==> config.mk <==
export PLATFORM = sky130hd
export DESIGN_NAME = dbm_match_top
export DESIGN_NICKNAME = d
export VERILOG_FILES = /design/src/hdl/dbm_pkg.sv /design/src/hdl/dbm_match_top.sv
export SDC_FILE = /design/constraint.sdc
export NUM_CORES = 1
export LEC_CHECK = 0
export BUFFER_PORTS_ARGS = -buffer_cell sky130_fd_sc_hd__buf_2
export CORE_MARGIN = 4
export CORE_UTILIZATION = 35
export DETAILED_ROUTE_END_ITERATION = 16
export PLACE_DENSITY = 0.64
export SLEW_MARGIN = 10
export SYNTH_ARGS = -nofsm -noshare
export SYNTH_HDL_FRONTEND = slang
export SYNTH_SLANG_ARGS = --single-unit
==> constraint.sdc <==
create_clock -name core_clk_i -period 7.5 [get_ports core_clk_i]
set_clock_uncertainty 0.1 [all_clocks]
set_input_delay 0.75 -clock core_clk_i [delete_from_list [all_inputs] [get_ports core_clk_i]]
set_output_delay 0.75 -clock core_clk_i [all_outputs]
set_load 0.005 [all_outputs]
==> src/hdl/dbm_pkg.sv <==
package dbm_pkg;

    // ---------------------------------------------------------------
    // Register indices (byte address is four times the index)
    // ---------------------------------------------------------------
    localparam logic [7:0] IDX_CTRL_ONE = 8'h20;
    localparam logic [7:0] IDX_STATUS = 8'h21;
    localparam logic [7:0] IDX_CTRL_TWO = 8'h22;
    localparam logic [7:0] IDX_TRACE = 8'h23;
    localparam logic [7:0] IDX_CTRL_A = 8'h24;
    localparam logic [7:0] IDX_CTRL_B = 8'h25;
    localparam logic [7:0] IDX_CTRL_C = 8'h26;
    localparam logic [7:0] IDX_ADDR_HIGH = 8'h29;
    localparam logic [7:0] IDX_ADDR_MID = 8'h2A;
    localparam logic [7:0] IDX_ADDR_LOW = 8'h2B;
    localparam logic [7:0] IDX_DATA_HIGH = 8'h2C;
    localparam logic [7:0] IDX_DATA_LOW = 8'h2D;
    localparam logic [7:0] IDX_HIGH_MASK = 8'h2E;
    localparam logic [7:0] IDX_LOW_MASK = 8'h2F;

    // ---------------------------------------------------------------
    // Field positions and codes
    // ---------------------------------------------------------------
    localparam int CTRL1_ARM = 7;
    localparam int CTRL1_FORCE_TRIGGER = 6;
    localparam int CTRL1_BRK = 4;
    localparam logic [1:0] VIEW_A = 2'h0;
    localparam logic [1:0] RNG_OFF = 2'h0;
    localparam logic [1:0] RNG_INSIDE = 2'h1;
    localparam logic [1:0] RNG_OUTSIDE = 2'h2;
    localparam logic [7:0] REG_RST = 8'h00;
    localparam logic [15:0] WORD_RST = 16'h0000;
    localparam logic [23:0] ADDR_RST = 24'h000000;
    localparam logic [31:0] RDATA_RST = 32'h00000000;

    // ---------------------------------------------------------------
    // Types
    // ---------------------------------------------------------------
    typedef enum logic [1:0] {SEQ_DISARMED, SEQ_WAIT, SEQ_FINAL} dbm_seq_t;

    typedef struct packed {
        logic size_qualify;
        logic sz;
        logic direction_qualify;
        logic rw;
        logic brk;
        logic tag;
        logic compe;
    } dbm_cmp_ctrl_t;

    typedef struct packed {
        logic valid;
        logic write;
        logic word;
        logic fetch;
        logic [23:0] addr;
        logic [15:0] data;
    } dbm_cpu_bus_t;

    typedef struct packed {
        logic exec;
        logic flush;
        logic [23:0] addr;
    } dbm_exec_t;

endpackage

==> src/hdl/dbm_match_top.sv <==
// Register access over AHB-Lite is this design's own decision.
`timescale 1ns/100ps
module dbm_match_top
    import dbm_pkg::*;
(
    // Clock and reset
    input wire logic core_clk_i,
    input wire logic arst_n_i,
    // AHB-Lite slave
    input wire logic hsel_i,
    input wire logic [31:0] haddr_i,
    input wire logic [1:0] htrans_i,
    input wire logic hwrite_i,
    input wire logic [2:0] hsize_i,
    input wire logic [31:0] hwdata_i,
    input wire logic hready_i,
    output logic [31:0] hrdata_o,
    output logic hreadyout_o,
    output logic hresp_o,
    // CPU bus observation
    input wire dbm_cpu_bus_t cpu_bus_i,
    input wire dbm_exec_t cpu_exec_i,
    input wire logic background_debug_mode_i,
    input wire logic secure_i,
    // Debug results
    output logic [2:0] match_o,
    output logic break_req_o,
    output logic trace_force_trigger_o
);

    // ---------------------------------------------------------------
    // Reset release
    // ---------------------------------------------------------------
    logic [1:0] rst_sync_r;
    wire rst_n = rst_sync_r[1];

    always_ff @(posedge core_clk_i or negedge arst_n_i) begin
        if (!arst_n_i) begin
            rst_sync_r <= 2'b00;
        end else begin
            rst_sync_r <= {rst_sync_r[0], 1'b1};
        end
    end

    // ---------------------------------------------------------------
    // Helper functions
    // ---------------------------------------------------------------
    function automatic logic dir_ok(input dbm_cmp_ctrl_t c, input logic wr);
        dir_ok = !c.direction_qualify || (c.rw ? !wr : wr);
    endfunction

    function automatic logic size_ok(input dbm_cmp_ctrl_t c, input logic word);
        size_ok = !c.size_qualify || (c.sz ? !word : word);
    endfunction

    // ---------------------------------------------------------------
    // AHB-Lite front end
    // ---------------------------------------------------------------
    logic rd_pend_r;
    logic wr_pend_r;
    logic [7:0] rd_idx_r;
    logic [7:0] wr_idx_r;
    logic [31:0] hrdata_r;
    logic hready_r;
    logic hresp_r;

    wire take = hsel_i && htrans_i[1] && hready_i;
    wire [7:0] a_idx = haddr_i[9:2];

    always_ff @(posedge core_clk_i or negedge rst_n) begin
        if (!rst_n) begin
            rd_pend_r <= 1'b0;
            wr_pend_r <= 1'b0;
            rd_idx_r <= REG_RST;
            wr_idx_r <= REG_RST;
            hready_r <= 1'b1;
            hresp_r <= 1'b0;
        end else begin
            // One wait state on reads so a preceding write has landed
            rd_pend_r <= take && !hwrite_i;
            wr_pend_r <= take && hwrite_i;
            hready_r <= !(take && !hwrite_i);
            hresp_r <= 1'b0;
            if (take) begin
                rd_idx_r <= a_idx;
                wr_idx_r <= a_idx;
            end
        end
    end

    // ---------------------------------------------------------------
    // Register file
    // ---------------------------------------------------------------
    logic arm_r;
    logic brk_en_r;
    logic [1:0] view_r;
    logic [1:0] rng_r;
    logic [15:0] cdata_r;
    logic [15:0] mask_r;
    logic [15:0] trace_word_r;
    logic [2:0] cause_r;
    dbm_cmp_ctrl_t cmp_ctrl_r [3];
    logic [23:0] cmp_addr_r [3];
    dbm_seq_t seq_r;

    wire view_a = view_r == VIEW_A;
    wire wr_ctrl1 = wr_pend_r && wr_idx_r == IDX_CTRL_ONE;
    wire wr_ctrl2 = wr_pend_r && wr_idx_r == IDX_CTRL_TWO;
    wire force_trigger_w = wr_ctrl1 && hwdata_i[CTRL1_FORCE_TRIGGER];
    wire cfg_ok = wr_pend_r && !arm_r;
    wire wr_dh = cfg_ok && view_a && wr_idx_r == IDX_DATA_HIGH;
    wire wr_dl = cfg_ok && view_a && wr_idx_r == IDX_DATA_LOW;
    wire wr_mh = cfg_ok && view_a && wr_idx_r == IDX_HIGH_MASK;
    wire wr_ml = cfg_ok && view_a && wr_idx_r == IDX_LOW_MASK;
    wire seq_wait = seq_r == SEQ_WAIT;

    logic [2:0] hit_w;
    dbm_cmp_ctrl_t ca;
    dbm_cmp_ctrl_t cb;
    assign ca = cmp_ctrl_r[0];
    assign cb = cmp_ctrl_r[1];

    // Hits only matter while waiting; a forced trigger counts only in SEQ_WAIT
    wire go_final = seq_wait && ((|hit_w) || force_trigger_w);
    wire [2:0] brk_bits = {cmp_ctrl_r[2].brk, cb.brk, ca.brk};
    wire brk_nxt = go_final && (force_trigger_w ? brk_en_r : |(hit_w & brk_bits));
    wire trace_nxt = go_final && !secure_i;

    always_ff @(posedge core_clk_i or negedge rst_n) begin
        if (!rst_n) begin
            arm_r <= 1'b0;
            brk_en_r <= 1'b0;
            view_r <= 2'b00;
            rng_r <= RNG_OFF;
        end else begin
            // Reaching final disarms; that clear outranks a same-cycle write
            if (go_final) begin
                arm_r <= 1'b0;
            end else if (wr_ctrl1) begin
                arm_r <= hwdata_i[CTRL1_ARM];
            end
            if (wr_ctrl1) begin
                brk_en_r <= hwdata_i[CTRL1_BRK];
                view_r <= hwdata_i[1:0];
            end
            if (wr_ctrl2 && !arm_r) begin
                rng_r <= hwdata_i[1:0];
            end
        end
    end

    always_ff @(posedge core_clk_i or negedge rst_n) begin
        if (!rst_n) begin
            cdata_r <= WORD_RST;
            mask_r <= WORD_RST;
        end else begin
            if (wr_dh) cdata_r[15:8] <= hwdata_i[7:0];
            if (wr_dl) cdata_r[7:0] <= hwdata_i[7:0];
            if (wr_mh) mask_r[15:8] <= hwdata_i[7:0];
            if (wr_ml) mask_r[7:0] <= hwdata_i[7:0];
        end
    end

    // ---------------------------------------------------------------
    // Comparators A, B, C
    // ---------------------------------------------------------------
    logic [2:0] fhit;
    logic [2:0] thit;
    logic [2:0] tag_vld_r;

    wire bus_on = cpu_bus_i.valid && !background_debug_mode_i;
    wire exec_on = cpu_exec_i.exec && !background_debug_mode_i;
    // Masked XOR: any checked bit that differs blocks the match
    wire data_eq = ((cpu_bus_i.data ^ cdata_r) & mask_r) == WORD_RST;

    genvar gi;
    generate
        for (gi = 0; gi < 3; gi++) begin : g_cmp
            wire wr_c = cfg_ok && wr_idx_r == IDX_CTRL_A + 8'(gi);
            wire wr_sel = cfg_ok && view_r == 2'(gi);
            wire aeq = cpu_bus_i.addr == cmp_addr_r[gi];
            wire szq = (gi == 2) || size_ok(cmp_ctrl_r[gi], cpu_bus_i.word);
            wire dtq = (gi != 0) || data_eq;
            wire on = bus_on && cmp_ctrl_r[gi].compe;
            wire tset = on && cmp_ctrl_r[gi].tag && cpu_bus_i.fetch && aeq;

            always_ff @(posedge core_clk_i or negedge rst_n) begin
                if (!rst_n) begin
                    cmp_ctrl_r[gi] <= '0;
                    cmp_addr_r[gi] <= ADDR_RST;
                end else begin
                    if (wr_c) cmp_ctrl_r[gi] <= hwdata_i[6:0];
                    if (wr_sel && wr_idx_r == IDX_ADDR_HIGH) cmp_addr_r[gi][23:16] <= hwdata_i[7:0];
                    if (wr_sel && wr_idx_r == IDX_ADDR_MID) cmp_addr_r[gi][15:8] <= hwdata_i[7:0];
                    if (wr_sel && wr_idx_r == IDX_ADDR_LOW) cmp_addr_r[gi][7:0] <= hwdata_i[7:0];
                end
            end

            // Forced: fires on the access itself, opcode fetches included
            assign fhit[gi] = on && !cmp_ctrl_r[gi].tag && aeq && dir_ok(cmp_ctrl_r[gi], cpu_bus_i.write)
                && szq && dtq;

            // Tagged: fetch marks the opcode, execution of it fires
            assign thit[gi] = exec_on && cmp_ctrl_r[gi].compe && cmp_ctrl_r[gi].tag && tag_vld_r[gi]
                && cpu_exec_i.addr == cmp_addr_r[gi];

            always_ff @(posedge core_clk_i or negedge rst_n) begin
                if (!rst_n) begin
                    tag_vld_r[gi] <= 1'b0;
                end else if (tset) begin
                    tag_vld_r[gi] <= 1'b1;
                end else if (cpu_exec_i.flush || thit[gi]) begin
                    tag_vld_r[gi] <= 1'b0;
                end
            end
        end
    endgenerate

    // ---------------------------------------------------------------
    // Range logic on the A/B pair
    // ---------------------------------------------------------------
    // Range uses A's direction and data qualifiers; sizes are ignored
    wire rng_on = rng_r != RNG_OFF && ca.compe && cb.compe;
    wire ge_a = cpu_bus_i.addr >= cmp_addr_r[0];
    wire le_b = cpu_bus_i.addr <= cmp_addr_r[1];
    wire in_rng = rng_r == RNG_INSIDE ? (ge_a && le_b) : (!ge_a || !le_b);
    wire rng_hit = bus_on && !ca.tag && in_rng && dir_ok(ca, cpu_bus_i.write) && data_eq;

    assign hit_w[0] = rng_on ? rng_hit : (fhit[0] || thit[0]);
    assign hit_w[1] = !rng_on && (fhit[1] || thit[1]);
    assign hit_w[2] = fhit[2] || thit[2];

    // ---------------------------------------------------------------
    // Sequencer and outputs
    // ---------------------------------------------------------------
    logic [2:0] match_r;
    logic brk_r;
    logic trace_r;

    always_ff @(posedge core_clk_i or negedge rst_n) begin
        if (!rst_n) begin
            seq_r <= SEQ_DISARMED;
            match_r <= 3'b000;
            brk_r <= 1'b0;
            trace_r <= 1'b0;
            cause_r <= 3'b000;
            trace_word_r <= WORD_RST;
        end else begin
            // Hits outside the waiting state are dropped, never re-evaluated
            match_r <= hit_w & {3{seq_wait}};
            brk_r <= brk_nxt;
            trace_r <= trace_nxt;
            case (seq_r)
                SEQ_DISARMED: if (arm_r) seq_r <= SEQ_WAIT;
                SEQ_WAIT: begin
                    if (go_final) begin
                        seq_r <= SEQ_FINAL;
                    end else if (!arm_r) begin
                        seq_r <= SEQ_DISARMED;
                    end
                end
                SEQ_FINAL: seq_r <= SEQ_DISARMED;
                default: seq_r <= SEQ_DISARMED;
            endcase
            if (seq_r == SEQ_DISARMED && arm_r) begin
                cause_r <= 3'b000;
            end else if (go_final) begin
                cause_r <= hit_w;
            end
            if (trace_nxt) begin
                trace_word_r <= cpu_bus_i.data;
            end
        end
    end

    // ---------------------------------------------------------------
    // Read decode
    // ---------------------------------------------------------------
    wire [23:0] view_addr = view_r == 2'h3 ? ADDR_RST : cmp_addr_r[view_r];
    wire [7:0] stat = {1'b0, cause_r, 1'b0, seq_r == SEQ_FINAL, seq_wait, arm_r};
    wire [7:0] ctrl1 = {arm_r, 1'b0, 1'b0, brk_en_r, 2'b00, view_r};
    wire [7:0] rd_cmp = rd_idx_r == IDX_CTRL_A ? {1'b0, ca}
        : rd_idx_r == IDX_CTRL_B ? {1'b0, cb}
        : rd_idx_r == IDX_CTRL_C ? {1'b0, cmp_ctrl_r[2]} : REG_RST;
    wire [7:0] rd_adr = rd_idx_r == IDX_ADDR_HIGH ? view_addr[23:16]
        : rd_idx_r == IDX_ADDR_MID ? view_addr[15:8]
        : rd_idx_r == IDX_ADDR_LOW ? view_addr[7:0] : REG_RST;
    wire [7:0] rd_dat = !view_a ? REG_RST
        : rd_idx_r == IDX_DATA_HIGH ? cdata_r[15:8]
        : rd_idx_r == IDX_DATA_LOW ? cdata_r[7:0]
        : rd_idx_r == IDX_HIGH_MASK ? mask_r[15:8]
        : rd_idx_r == IDX_LOW_MASK ? mask_r[7:0] : REG_RST;
    wire [15:0] rd_misc = rd_idx_r == IDX_CTRL_ONE ? {8'h00, ctrl1}
        : rd_idx_r == IDX_STATUS ? {8'h00, stat}
        : rd_idx_r == IDX_CTRL_TWO ? {14'h0000, rng_r}
        : rd_idx_r == IDX_TRACE ? trace_word_r : WORD_RST;
    wire [31:0] rd_word = {16'h0000, rd_misc | {8'h00, rd_cmp | rd_adr | rd_dat}};

    always_ff @(posedge core_clk_i or negedge rst_n) begin
        if (!rst_n) begin
            hrdata_r <= RDATA_RST;
        end else if (rd_pend_r) begin
            hrdata_r <= rd_word;
        end
    end

    assign hrdata_o = hrdata_r;
    assign hreadyout_o = hready_r;
    assign hresp_o = hresp_r;
    assign match_o = match_r;
    assign break_req_o = brk_r;
    assign trace_force_trigger_o = trace_r;
endmodule // dbm_match_top

### Word level (Yosys, flattened, before mapping)

Index checks and enable logic that the tools add are counted.

* magnitude comparators: 3
* reduce and logical (&&, ||, !) cells: 121
* bitwise gates (word level): 8
* equality and inequality tests: 28
* mux-type cells: 41

Operator list (number)
* $eq A24 B24 Y1: 6
* $eq A8 B6 Y1 const B: 14
* $logic_and A1 B1 Y1: 78
* $mux W24: 3
* $mux W16: 4
* $mux W8: 8
* $bmux W24 S2: 1
* $ge A24 B24 Y1: 1
* $le A24 B24 Y1: 1
* $mux W7: 3
* $logic_not A1 Y1: 18
* $and A16 B16 Y16: 1
* $logic_not A16 Y1: 1
* $mux W1: 16
* $or A16 B8 Y16: 1
* $xor A16 B16 Y16: 1
* $logic_or A1 B1 Y1: 13
* $reduce_bool A2 Y1: 6
* $or A7 B8 Y8: 1
* $or A8 B8 Y8: 1
* $and A3 B3 Y3: 2
* $eq A2 B1 Y1 const B: 3
* $eq A2 B2 Y1 const B: 3
* $mux W2: 3
* 9 further kinds: 12

* flip-flop bits (word level): 189
* logic and storage cells: 254
* bits of input ports: 146

### Longest topological paths before layout

Gate-level depths: netlist of the first run.

* word-level depth: 15
* gate-level depth with buffers: 12

### Least setup slack after synthesis of the first run

No wires, ideal clock.

* path kind: in2reg
* start point: in cpu_bus_i[27] (netlist bit)
* end point: reg trace_word_r[10]
* path slack: 4168 ps
* stages: 11
* arrival time: 3107 ps
* data required time: 7275 ps
* library setup time: 125 ps
* cell sequence: ha_1 a21oi_1 o21ai_1 a2111oi_2 nor3_1 or3b_2 o211ai_2 a211oi_2 nor3_4 buf_12 mux2_4

* longest elaborated chain between the ends: 12
* elaborated cells between the ends (all ways): 31
* those cells by class: 2 x order compare; 3 x eq/ne; 2 x mux; 24 x reduce/logical

Ends and longest elaborated chain
* start: declaration: line dbm_match_top.sv:21 `input wire dbm_cpu_bus_t cpu_bus_i,`
* $ge A24 B24 Y1 or $le A24 B24 Y1 (tied branches): line dbm_match_top.sv:224, dbm_match_top.sv:225
* $logic_not A1 Y1: line dbm_match_top.sv:226 `wire in_rng = rng_r == RNG_INSIDE ? (ge_a && le_b) : (!ge_a || !le_b);`
* $logic_or A1 B1 Y1: line dbm_match_top.sv:226
* $mux W1: line dbm_match_top.sv:226
* $logic_and A1 B1 Y1 (3 in series): line dbm_match_top.sv:227 `wire rng_hit = bus_on && !ca.tag && in_rng && dir_ok(ca, cpu_bus_i.write) && data_eq;`
* $mux W1: line dbm_match_top.sv:229 `assign hit_w[0] = rng_on ? rng_hit : (fhit[0] || thit[0]);`
* $reduce_or A3 Y1 *: line dbm_match_top.sv:124 `wire go_final = seq_wait && ((|hit_w) || force_trigger_w);`
* $logic_or A1 B1 Y1 *: line dbm_match_top.sv:124
* $logic_and A1 B1 Y1 *: line dbm_match_top.sv:124
* $logic_and A1 B1 Y1 *: line dbm_match_top.sv:127 `wire trace_nxt = go_final && !secure_i;`
* end signal: assignment: line dbm_match_top.sv:271 `trace_word_r <= cpu_bus_i.data;`
* end: declaration: line dbm_match_top.sv:100 `logic [15:0] trace_word_r;`

Every way passes the cells marked *; elsewhere a longest branch is shown, timed or not.
A chain may end at the register's enable or synchronous reset.

### Worst setup path after layout of the first run

* start point: reg cmp_addr_r[70] (netlist bit)
* end point: reg trace_word_r[3]

* longest elaborated chain between the ends: 12
* elaborated cells between the ends (all ways): 21
* those cells by class: 1 x order compare; 2 x eq/ne; 2 x mux; 16 x reduce/logical

Ends and longest elaborated chain
* start: declaration: line dbm_match_top.sv:103 `logic [23:0] cmp_addr_r [3];`
* start signal: indexed assignment: line dbm_match_top.sv:193 `if (wr_sel && wr_idx_r == IDX_ADDR_HIGH) cmp_addr_r[gi][23:16] <= hwdata_i[7:0];`
* start signal: indexed assignment: line dbm_match_top.sv:194 `if (wr_sel && wr_idx_r == IDX_ADDR_MID) cmp_addr_r[gi][15:8] <= hwdata_i[7:0];`
* start signal: indexed assignment: line dbm_match_top.sv:195 `if (wr_sel && wr_idx_r == IDX_ADDR_LOW) cmp_addr_r[gi][7:0] <= hwdata_i[7:0];`
* $ge A24 B24 Y1: line dbm_match_top.sv:224 `wire ge_a = cpu_bus_i.addr >= cmp_addr_r[0];`
* $logic_not A1 Y1: line dbm_match_top.sv:226
* $logic_or A1 B1 Y1: line dbm_match_top.sv:226
* $mux W1: line dbm_match_top.sv:226
* $logic_and A1 B1 Y1 (3 in series): line dbm_match_top.sv:227
* $mux W1 *: line dbm_match_top.sv:229
* $reduce_or A3 Y1 *: line dbm_match_top.sv:124
* $logic_or A1 B1 Y1 *: line dbm_match_top.sv:124
* $logic_and A1 B1 Y1 *: line dbm_match_top.sv:124
* $logic_and A1 B1 Y1 *: line dbm_match_top.sv:127

Marks and branches as above.

==> results of run 1 <==
-- worst max path at each step --
stage | end | slack (ns) | cells after the start
global placement | trace_word_r[3]$_DFFE_PN0P_ | 3.10 | 11
CTS | trace_word_r[3]$_DFFE_PN0P_ | 3.51 | 11
global route | trace_word_r[3]$_DFFE_PN0P_ | 3.20 | 11
floorplan | arm_r$_DFFE_PN0P_ | 1.75 | 0
detailed placement | trace_word_r[3]$_DFFE_PN0P_ | 3.10 | 11
finish | trace_word_r[3]$_DFFE_PN0P_ | 3.43 | 11
-- sequential cells by signal, summed over array words and instances (netlist names) --
register               cells
arm_r                      1
break_req_o                1
brk_bits                   3
brk_en_r                   1
ca                         6
cause_r                    3
cb                         6
cdata_r                   16
cmp_addr_r                72
cmp_ctrl_r                 6
hrdata_o                  16
hreadyout_o                1
mask_r                    16
match_o                    3
rd_pend_r                  1
rng_r                      2
rst_sync_r                 2
seq_r                      2
tag_vld_r                  3
trace_force_trigger_o      1
trace_word_r              16
view_r                     2
wr_idx_r                   8
wr_pend_r                  1
-- critical path, stage by stage (launching register included) --
cell and delay, ns:
dfrtp_1 0.42, inv_1 0.07, ha_1 0.31, nand4_1 0.21, nor4_1 0.67, nand2_1 0.24
o21ai_0 0.24, o21ai_0 0.13, o211ai_2 0.22, a211oi_2 0.15, nor3_4 0.78, mux2_2 0.42
-- per-layer routing --
layer,vias up,part of all wire
li1,4028,-
met3,73,0.069
met4,4,0.035
met5,-,0.00084
met2,338,0.46
met1,4374,0.43
-- power groups by stage --
stage	Combinational [mW]	Clock, mW	Sequential (mW)
finish	0.412	0.944	1.13
global route	0.444	0.998	1.14
CTS	0.407	0.961	1.13
detailed placement	0.404	0	1.15
global placement	0.400	0	1.14
floorplan	0.245	0	1.13
-- final cells by class --
type | instances | area (µm²)
inverter | 62 | 233
multi-input combinational | 790 | 6180
clock buffer | 21 | 460
timing repair buffer | 124 | 646
clock inverter | 11 | 149
tap | 435 | 544
fill | 3092 | 18800
sequential | 189 | 4730
-- cell usage after synthesis, types with 28 or more instances --
cell,instances
clkbuf_1,32
a21oi_1,57
dfrtp_1,188
nor2_1,56
nand2_1,60
mux2_2,136
xnor2_1,28
mux2i_1,38
inv_1,62
xor2_1,88
ha_1,48
o21ai_0,50
-- what timing repair did --
item / 4_1_cts / 5_1_grt
buffers inserted: 0 / 0
hold endpoints to repair: 2 / 0
hold buffers: 1 / 0
-- kinds of logic (layout without fill, tap and decap cells) --
kind of cell	Yosys count	after routing	synth area share
mux	190	190	0.193
flops	189	189	0.416
other cells	2	18	0.000660
simple gates	248	248	0.112
xor+xnor	116	116	0.0893
buf+inv	116	218	0.0456
compound gates	170	170	0.0906
fa+ha+maj	48	48	0.0528
-- stage by stage --
stage / util / cells / cell area (µm²) / hold slack, ns
finish: 0.407 / 1632 / 13000 / 0.254
detailed placement: 0.388 / 1599 / 12300 / 0.240
floorplan: - / 1095 / 11400 / 0.231
CTS: 0.407 / 1632 / 13000 / 0.256
global route: 0.407 / 1632 / 13000 / 0.269
global placement: 0.388 / 1599 / 12300 / 0.238
-- layout by cell type (no fill, tap or decap), types with 6 or more instances in the layout --
master	instances
xnor2_1	28
a22oi_1	9
mux2_2	136
mux2i_1	38
mux2_4	10
a31oi_1	8
buf_2	115
dfrtp_1	187
nand4_1	26
nor3_1	6
nand3_1	22
nand2_1	60
inv_1	62
a21oi_1	57
clkbuf_16	17
nand3b_1	11
nor4_1	27
buf_4	8
nand2b_1	8
xor2_1	88
mux4_2	6
nor2b_1	10
ha_1	48
o211ai_1	16
o21ai_0	50
nor2_1	56
conb_1	18
==> results.md, run 1 <==
- Drt first pass iters: 6
- CP Max Fanout: 16
- Rows: 65
- Final Wtd Congestion: ~1
- Core Region: approximately 32,000 µm²
- Leading area contributor after synthesis: dfrtp_1
- Worst Path Arrival: approximately 4.3 ns
- Cells after Synth: 1,079
- Sequential power share: 0.454
- Setup CP Type: flip-flop to flip-flop
- Ys flop type: dfrtp_1
- IO Pins: around 190
- Total negative slack: 0 ns
- Worst slew margin: 0.240
- GRT overflow: 0
- CTS tree: yes
- GRT Util Overall: 0.198
- Synth Cell Area: 11,400 µm²
- Register area share after synthesis: 0.416
- Hold Violations, Final: 0
- Antenna violations before repair: 2
- Crit share post-route: 0.542
- Int Pwr: between 1.5 and 2 mW
- P_leak: about 6.0 nW
- Min-Delay Path Depth: 0
- Hold Path Origin: rst_sync_r[0]$_DFF_PN0_
- Starting Density: 0.358
- Unrepaired setup endpoints after global routing: false
- Clock power share: 0.380
- Port bufs: 115
- CP startpoint: cmp_addr_r[70]$_DFFE_PN0P_
- Drt drc: 0
- Worst Path Required: 7.73 ns
- Mean Syn Cell Area: between 10 and 15 µm²
- Status: completed
- Startpoint types: flip-flop
- Clock root buffer: clkbuf_16
- Worst-margin pin slew: ~1.1 ns
- Clk_lat worst skew: approximately 0.45 ns
- Total power: ~2.5 mW
- Warnings, synthesis: 0
- First-pass GRT wire length: roughly 53,000 µm
- Power Density: 192 nW/µm²
- Synth-to-Final Area Change: 13.9%
- Setup-failing EPs final: 0
- Largest net degree at the start of global routing: 79
- Sw frac: 0.299
- Fin worst setup slack: approximately 3.4 ns
- Via density: between 5 and 6
- Layout cell share with drive strength beyond 1: 0.265
- Clock sink count: ~190
- ANT cells: 0
- Vias in the first global route: 8,790
- Worst R2R Path Depth: 11
- Setup crit end kind: flip-flop
- Dpl ws: 3.10 ns
- Seq cells post-synth: 189
- EDFF count, synth: 0
- GRT met3 Usage: 0.0389
- Initial DRC Count: 666
- Max clock buf depth: 2
- Hold Crit Class: flip-flop to flip-flop
- Reg2Reg Capture Point: trace_word_r[3]$_DFFE_PN0P_
- Fin crit period: about 4.1 ns
- Gate power share: 0.166
- Area contributors post-synth: dfrtp_1 41%, mux2_2 13%, xor2_1 6.8%
- Fin. max-slew vios: 0
- Psw: roughly 0.74 mW
- GR met1 Demand/Resource: 0.264
- Reg-to-Reg Start: cmp_addr_r[70]$_DFFE_PN0P_
- Netlist cell types: 64
- Die height: roughly 190 µm
- Busiest grt layer: met2
- DR vias: ~8,800
- Fraction of registers with async set/reset: 1.00
- Drt wl/cell: between 20 and 25 µm
- Fmax: between 200 and 250 MHz
- Total wire length: 35,800 µm
- HPWL after DPL: 27,200 µm
- Peak supply drop: 0.153 mV
- Met2 usage: 0.318
- Hold endpoint: rst_sync_r[1]$_DFF_PN0_
- Fin nets: 1,378
- H-tree depth: 4
- DRT antenna net count: 0
- Share of the synthesized area in the top cell type: 0.414
- Post-CTS Resized: 0
- Max-Cap Viols: 0
- Clock-pin slew on the worst setup and hold paths: 0.07 ns
- CTS Buf Count: 17
- Die ar.: between 30,000 and 40,000 µm²
- Reg2Reg Setup Slack: about 3.4 ns
- Die width: between 150 and 200 µm
No activity file was read; power rests on OpenSTA's default activity.
==> inputs of run 2 (changes only) <==
--- a/config.mk
+++ b/config.mk
@@ -5,11 +5,12 @@
 export SDC_FILE = /design/constraint.sdc
 export NUM_CORES = 1
 export LEC_CHECK = 0
+export ABC_AREA = 1
 export BUFFER_PORTS_ARGS = -buffer_cell sky130_fd_sc_hd__buf_2
 export CORE_MARGIN = 4
 export CORE_UTILIZATION = 35
 export DETAILED_ROUTE_END_ITERATION = 16
-export PLACE_DENSITY = 0.64
+export PLACE_DENSITY = 0.65
 export SLEW_MARGIN = 10
 export SYNTH_ARGS = -nofsm -noshare
 export SYNTH_HDL_FRONTEND = slang
==> constraint.sdc (replaced) <==
create_clock -name core_clk_i -period 3.5 [get_ports core_clk_i]
set_clock_uncertainty 0.1 [all_clocks]
set_input_delay 0.35 -clock core_clk_i [delete_from_list [all_inputs] [get_ports core_clk_i]]
set_output_delay 0.35 -clock core_clk_i [all_outputs]
set_load 0.005 [all_outputs]
==> results.md, run 2 <==
- Status: completed
- Die ar.: 37,700 µm²
- Total negative slack: 0 ns
- Ys flop type: dfrtp_1
- DR vias: approximately 12,000
- Most flops, register: cmp_addr_r
- Seq cells post-synth: around 190
- CP Max Fanout: 17
- Final Wtd Congestion: between 0.9 and 1
- Clock-pin slew on the worst setup and hold paths: approximately 0.080 ns
- Most common cell after layout, fill and taps aside: nand2_1
- Via density: between 5 and 6
- Max reg flops: just over 70
- Vias in the first global route: about 12,000
- # fillers: between 3,000 and 4,000
- P_leak: 7.69 nW
- First-pass GRT wire length: around 76,000 µm
- Starting Density: 0.358
- Die height: 194 µm
- Hold Violations, Final: 0
- Fraction of registers with async set/reset: 1.00
- CTS tree: yes
- Most common cell in the netlist: nand2_1
- Setup CP Type: flip-flop to flip-flop
- Fin. max-slew vios: 0
- Core Region: about 34,000 µm²
- DRT antenna net count: 0
- Share of the synthesized area in the top cell type: 0.388
- Hold Crit Class: primary input to flip-flop
- Busiest grt layer: met2
- Layout cell share with drive strength beyond 1: 0.113
- Synth Cell Area: 12,100 µm²
- Leading area contributor after synthesis: dfrtp_1
- Max-Cap Viols: 0
- Drt drc: 0
- Total wire length: slightly above 50,000 µm
- Mean Syn Cell Area: 7.12 µm²
- Clock root buffer: clkbuf_16
- Power Density: ~360 nW/µm²
- Crit share post-route: 0.825
- EDFF count, synth: 0
- Met2 usage: 0.401
- Die width: just under 200 µm
- Register area share after synthesis: 0.390
- Setup crit end kind: flip-flop
- Setup-failing EPs final: 0
- Clock sink count: roughly 190
- Worst Path Required: 3.75 ns
- GRT overflow: 0
- Max clock buf depth: 2
- IO Pins: roughly 190
- Drt wl/cell: 22.8 µm
- Rows: between 60 and 70
- Fin crit period: between 2 and 3 ns
- Area contributors post-synth: dfrtp_1 39%, nand2_1 17%, o21ai_0 7.3%
- Worst R2R Path Depth: 15
- Startpoint types: flip-flop
- H-tree depth: 4
- Fmax: 346 MHz
- GRT met3 Usage: 0.0619
- Clk_lat worst skew: 0.47 ns
- Netlist cell types: 51
- Worst-margin pin slew: about 0.98 ns
- Peak supply drop: between 0.3 and 0.4 mV
- Hold slack: between 0.015 and 0.02 ns
- Most frequent cells in the layout: 545 x nand2_1, 187 x dfrtp_1, 184 x inv_1
- Top post-synthesis cells by count: 545 x nand2_1, 188 x dfrtp_1, 184 x inv_1, 176 x o21ai_0, 132 x nor2_1
- Unrepaired setup endpoints after global routing: false
- Initial DRC Count: approximately 1,200
- HPWL after DPL: between 40,000 and 50,000 µm
- Fin nets: between 2,000 and 2,500
- Worst Path Arrival: about 3.1 ns
- Warnings, synthesis: 0
- Port bufs: approximately 120
- GR met1 Demand/Resource: 0.388
- Cells after Synth: around 1,700
- GRT Util Overall: 0.269
- Largest net degree at the start of global routing: approximately 70
- Placement Cell Area: about 13,000 µm²
- Min-Delay Path Depth: 2
- Antenna violations before repair: 2
- Worst slew margin: 0.344
- Fin worst setup slack: 0.611 ns
- Final Cell Area: around 14,000 µm²
- Post CTS Setup Buffer Count: 0
- Total power: a little under 5 mW
- CTS Buf Count: 17
- Drt first pass iters: 6
- Synth-to-Final Area Change: 13.6%
- Dpl ws: between 0.6 and 0.7 ns
## run 2: cell count changes after synthesis, moves of 26 or more
| cell | before | now |
|---|---|---|
| nand2_1 | 60 | 545 |
| mux2_2 | 136 | 4 |
| o21ai_0 | 50 | 176 |
| inv_1 | 62 | 184 |
| xor2_1 | 88 | 7 |
| nor2_1 | 56 | 132 |
| nand3_1 | 22 | 73 |
| mux2i_1 | 38 | 0 |
| nand4_1 | 26 | 52 |
| nor4_1 | 27 | 1 |
## run 2: area by class of cell
cell class	instances	area (µm²)	share of cell area
inverters	193	724	0.0525
clock buffers	18	439	0.0318
diodes	1	2.50	0.000181
multi-input cells	1278	6430	0.467
clock inverters	14	153	0.0111
repair buffers	135	743	0.0539
flip-flops and latches	189	4730	0.343
well taps	448	561	0.0406
## run 2: layer usage
| layer | share of wire | vias to the layer above |
|---|---|---|
| met5 | 0 | - |
| met4 | 0.031 | 0 |
| met3 | 0.094 | 89 |
| met2 | 0.43 | 564 |
| met1 | 0.45 | 5984 |
| li1 | - | 5764 |
## run 2: per-stage QoR
| stage | std cells | utilization |
|---|---|---|
| after CTS | 2275 | 0.407 |
| after global routing | 2275 | 0.407 |
| after global placement | 2241 | 0.389 |
| after floorplan | 1720 | - |
| final | 2276 | 0.407 |
| after detailed placement | 2241 | 0.389 |
## run 2: worst paths after layout
path	from	endpoint	slack, ns
max	cmp_addr_r[39]$_DFFE_PN0P_	trace_word_r[5]$_DFFE_PN0P_	0.61
min	haddr_i[4]	wr_idx_r[2]$_DFFE_PN0P_	0.02
max reg2reg	cmp_addr_r[39]$_DFFE_PN0P_	trace_word_r[5]$_DFFE_PN0P_	0.61
min reg2reg	rst_sync_r[1]$_DFF_PN0_	cmp_addr_r[37]$_DFFE_PN0P_	0.24
max in group asynchronous	rst_sync_r[1]$_DFF_PN0_	cb[5]$_DFFE_PN0P_	2.12
min in group asynchronous	arst_n_i	rst_sync_r[1]$_DFF_PN0_	0.09
## run 2: timing repair
action / in CTS / in global routing
gates resized for setup: 0 / 0
endpoints found under the hold margin: 5 / 0
hold buffers: 2 / 0
## run 2: worst max-delay path, stage by stage, from the launching register on
cell and delay [ns]:
dfrtp_1 0.45, inv_1 0.15, ha_1 0.32, nand2_1 0.10
nor2_1 0.17, nand4_1 0.15, nor2_1 0.17, nand2_1 0.12
nand2_1 0.14, nand2_1 0.07, nand2_1 0.09, nand3_2 0.12
nand3_4 0.19, nand3_4 0.23, nand2_1 0.15, nand2_1 0.05
## run 2: cells by family (layout without fill, tap and decap cells)
logic type / Yosys count / in the layout / share of synthesized area
xor+xnor: 41 / 41 / 0.0296
flops: 189 / 189 / 0.390
mux: 4 / 4 / 0.00371
compound gates: 301 / 301 / 0.139
other cells: 2 / 19 / 0.000619
simple gates: 866 / 866 / 0.303
fa+ha+maj: 48 / 48 / 0.0495
buf+inv: 253 / 360 / 0.0849
## run 2: power by group
| group | total (mW) | switching, mW | internal [mW] |
|---|---|---|---|
| Sequential | 2.28 | 0.0496 | 2.23 |
| Combinational | 0.625 | 0.435 | 0.191 |
| Clock | 2.03 | 1.00 | 1.03 |
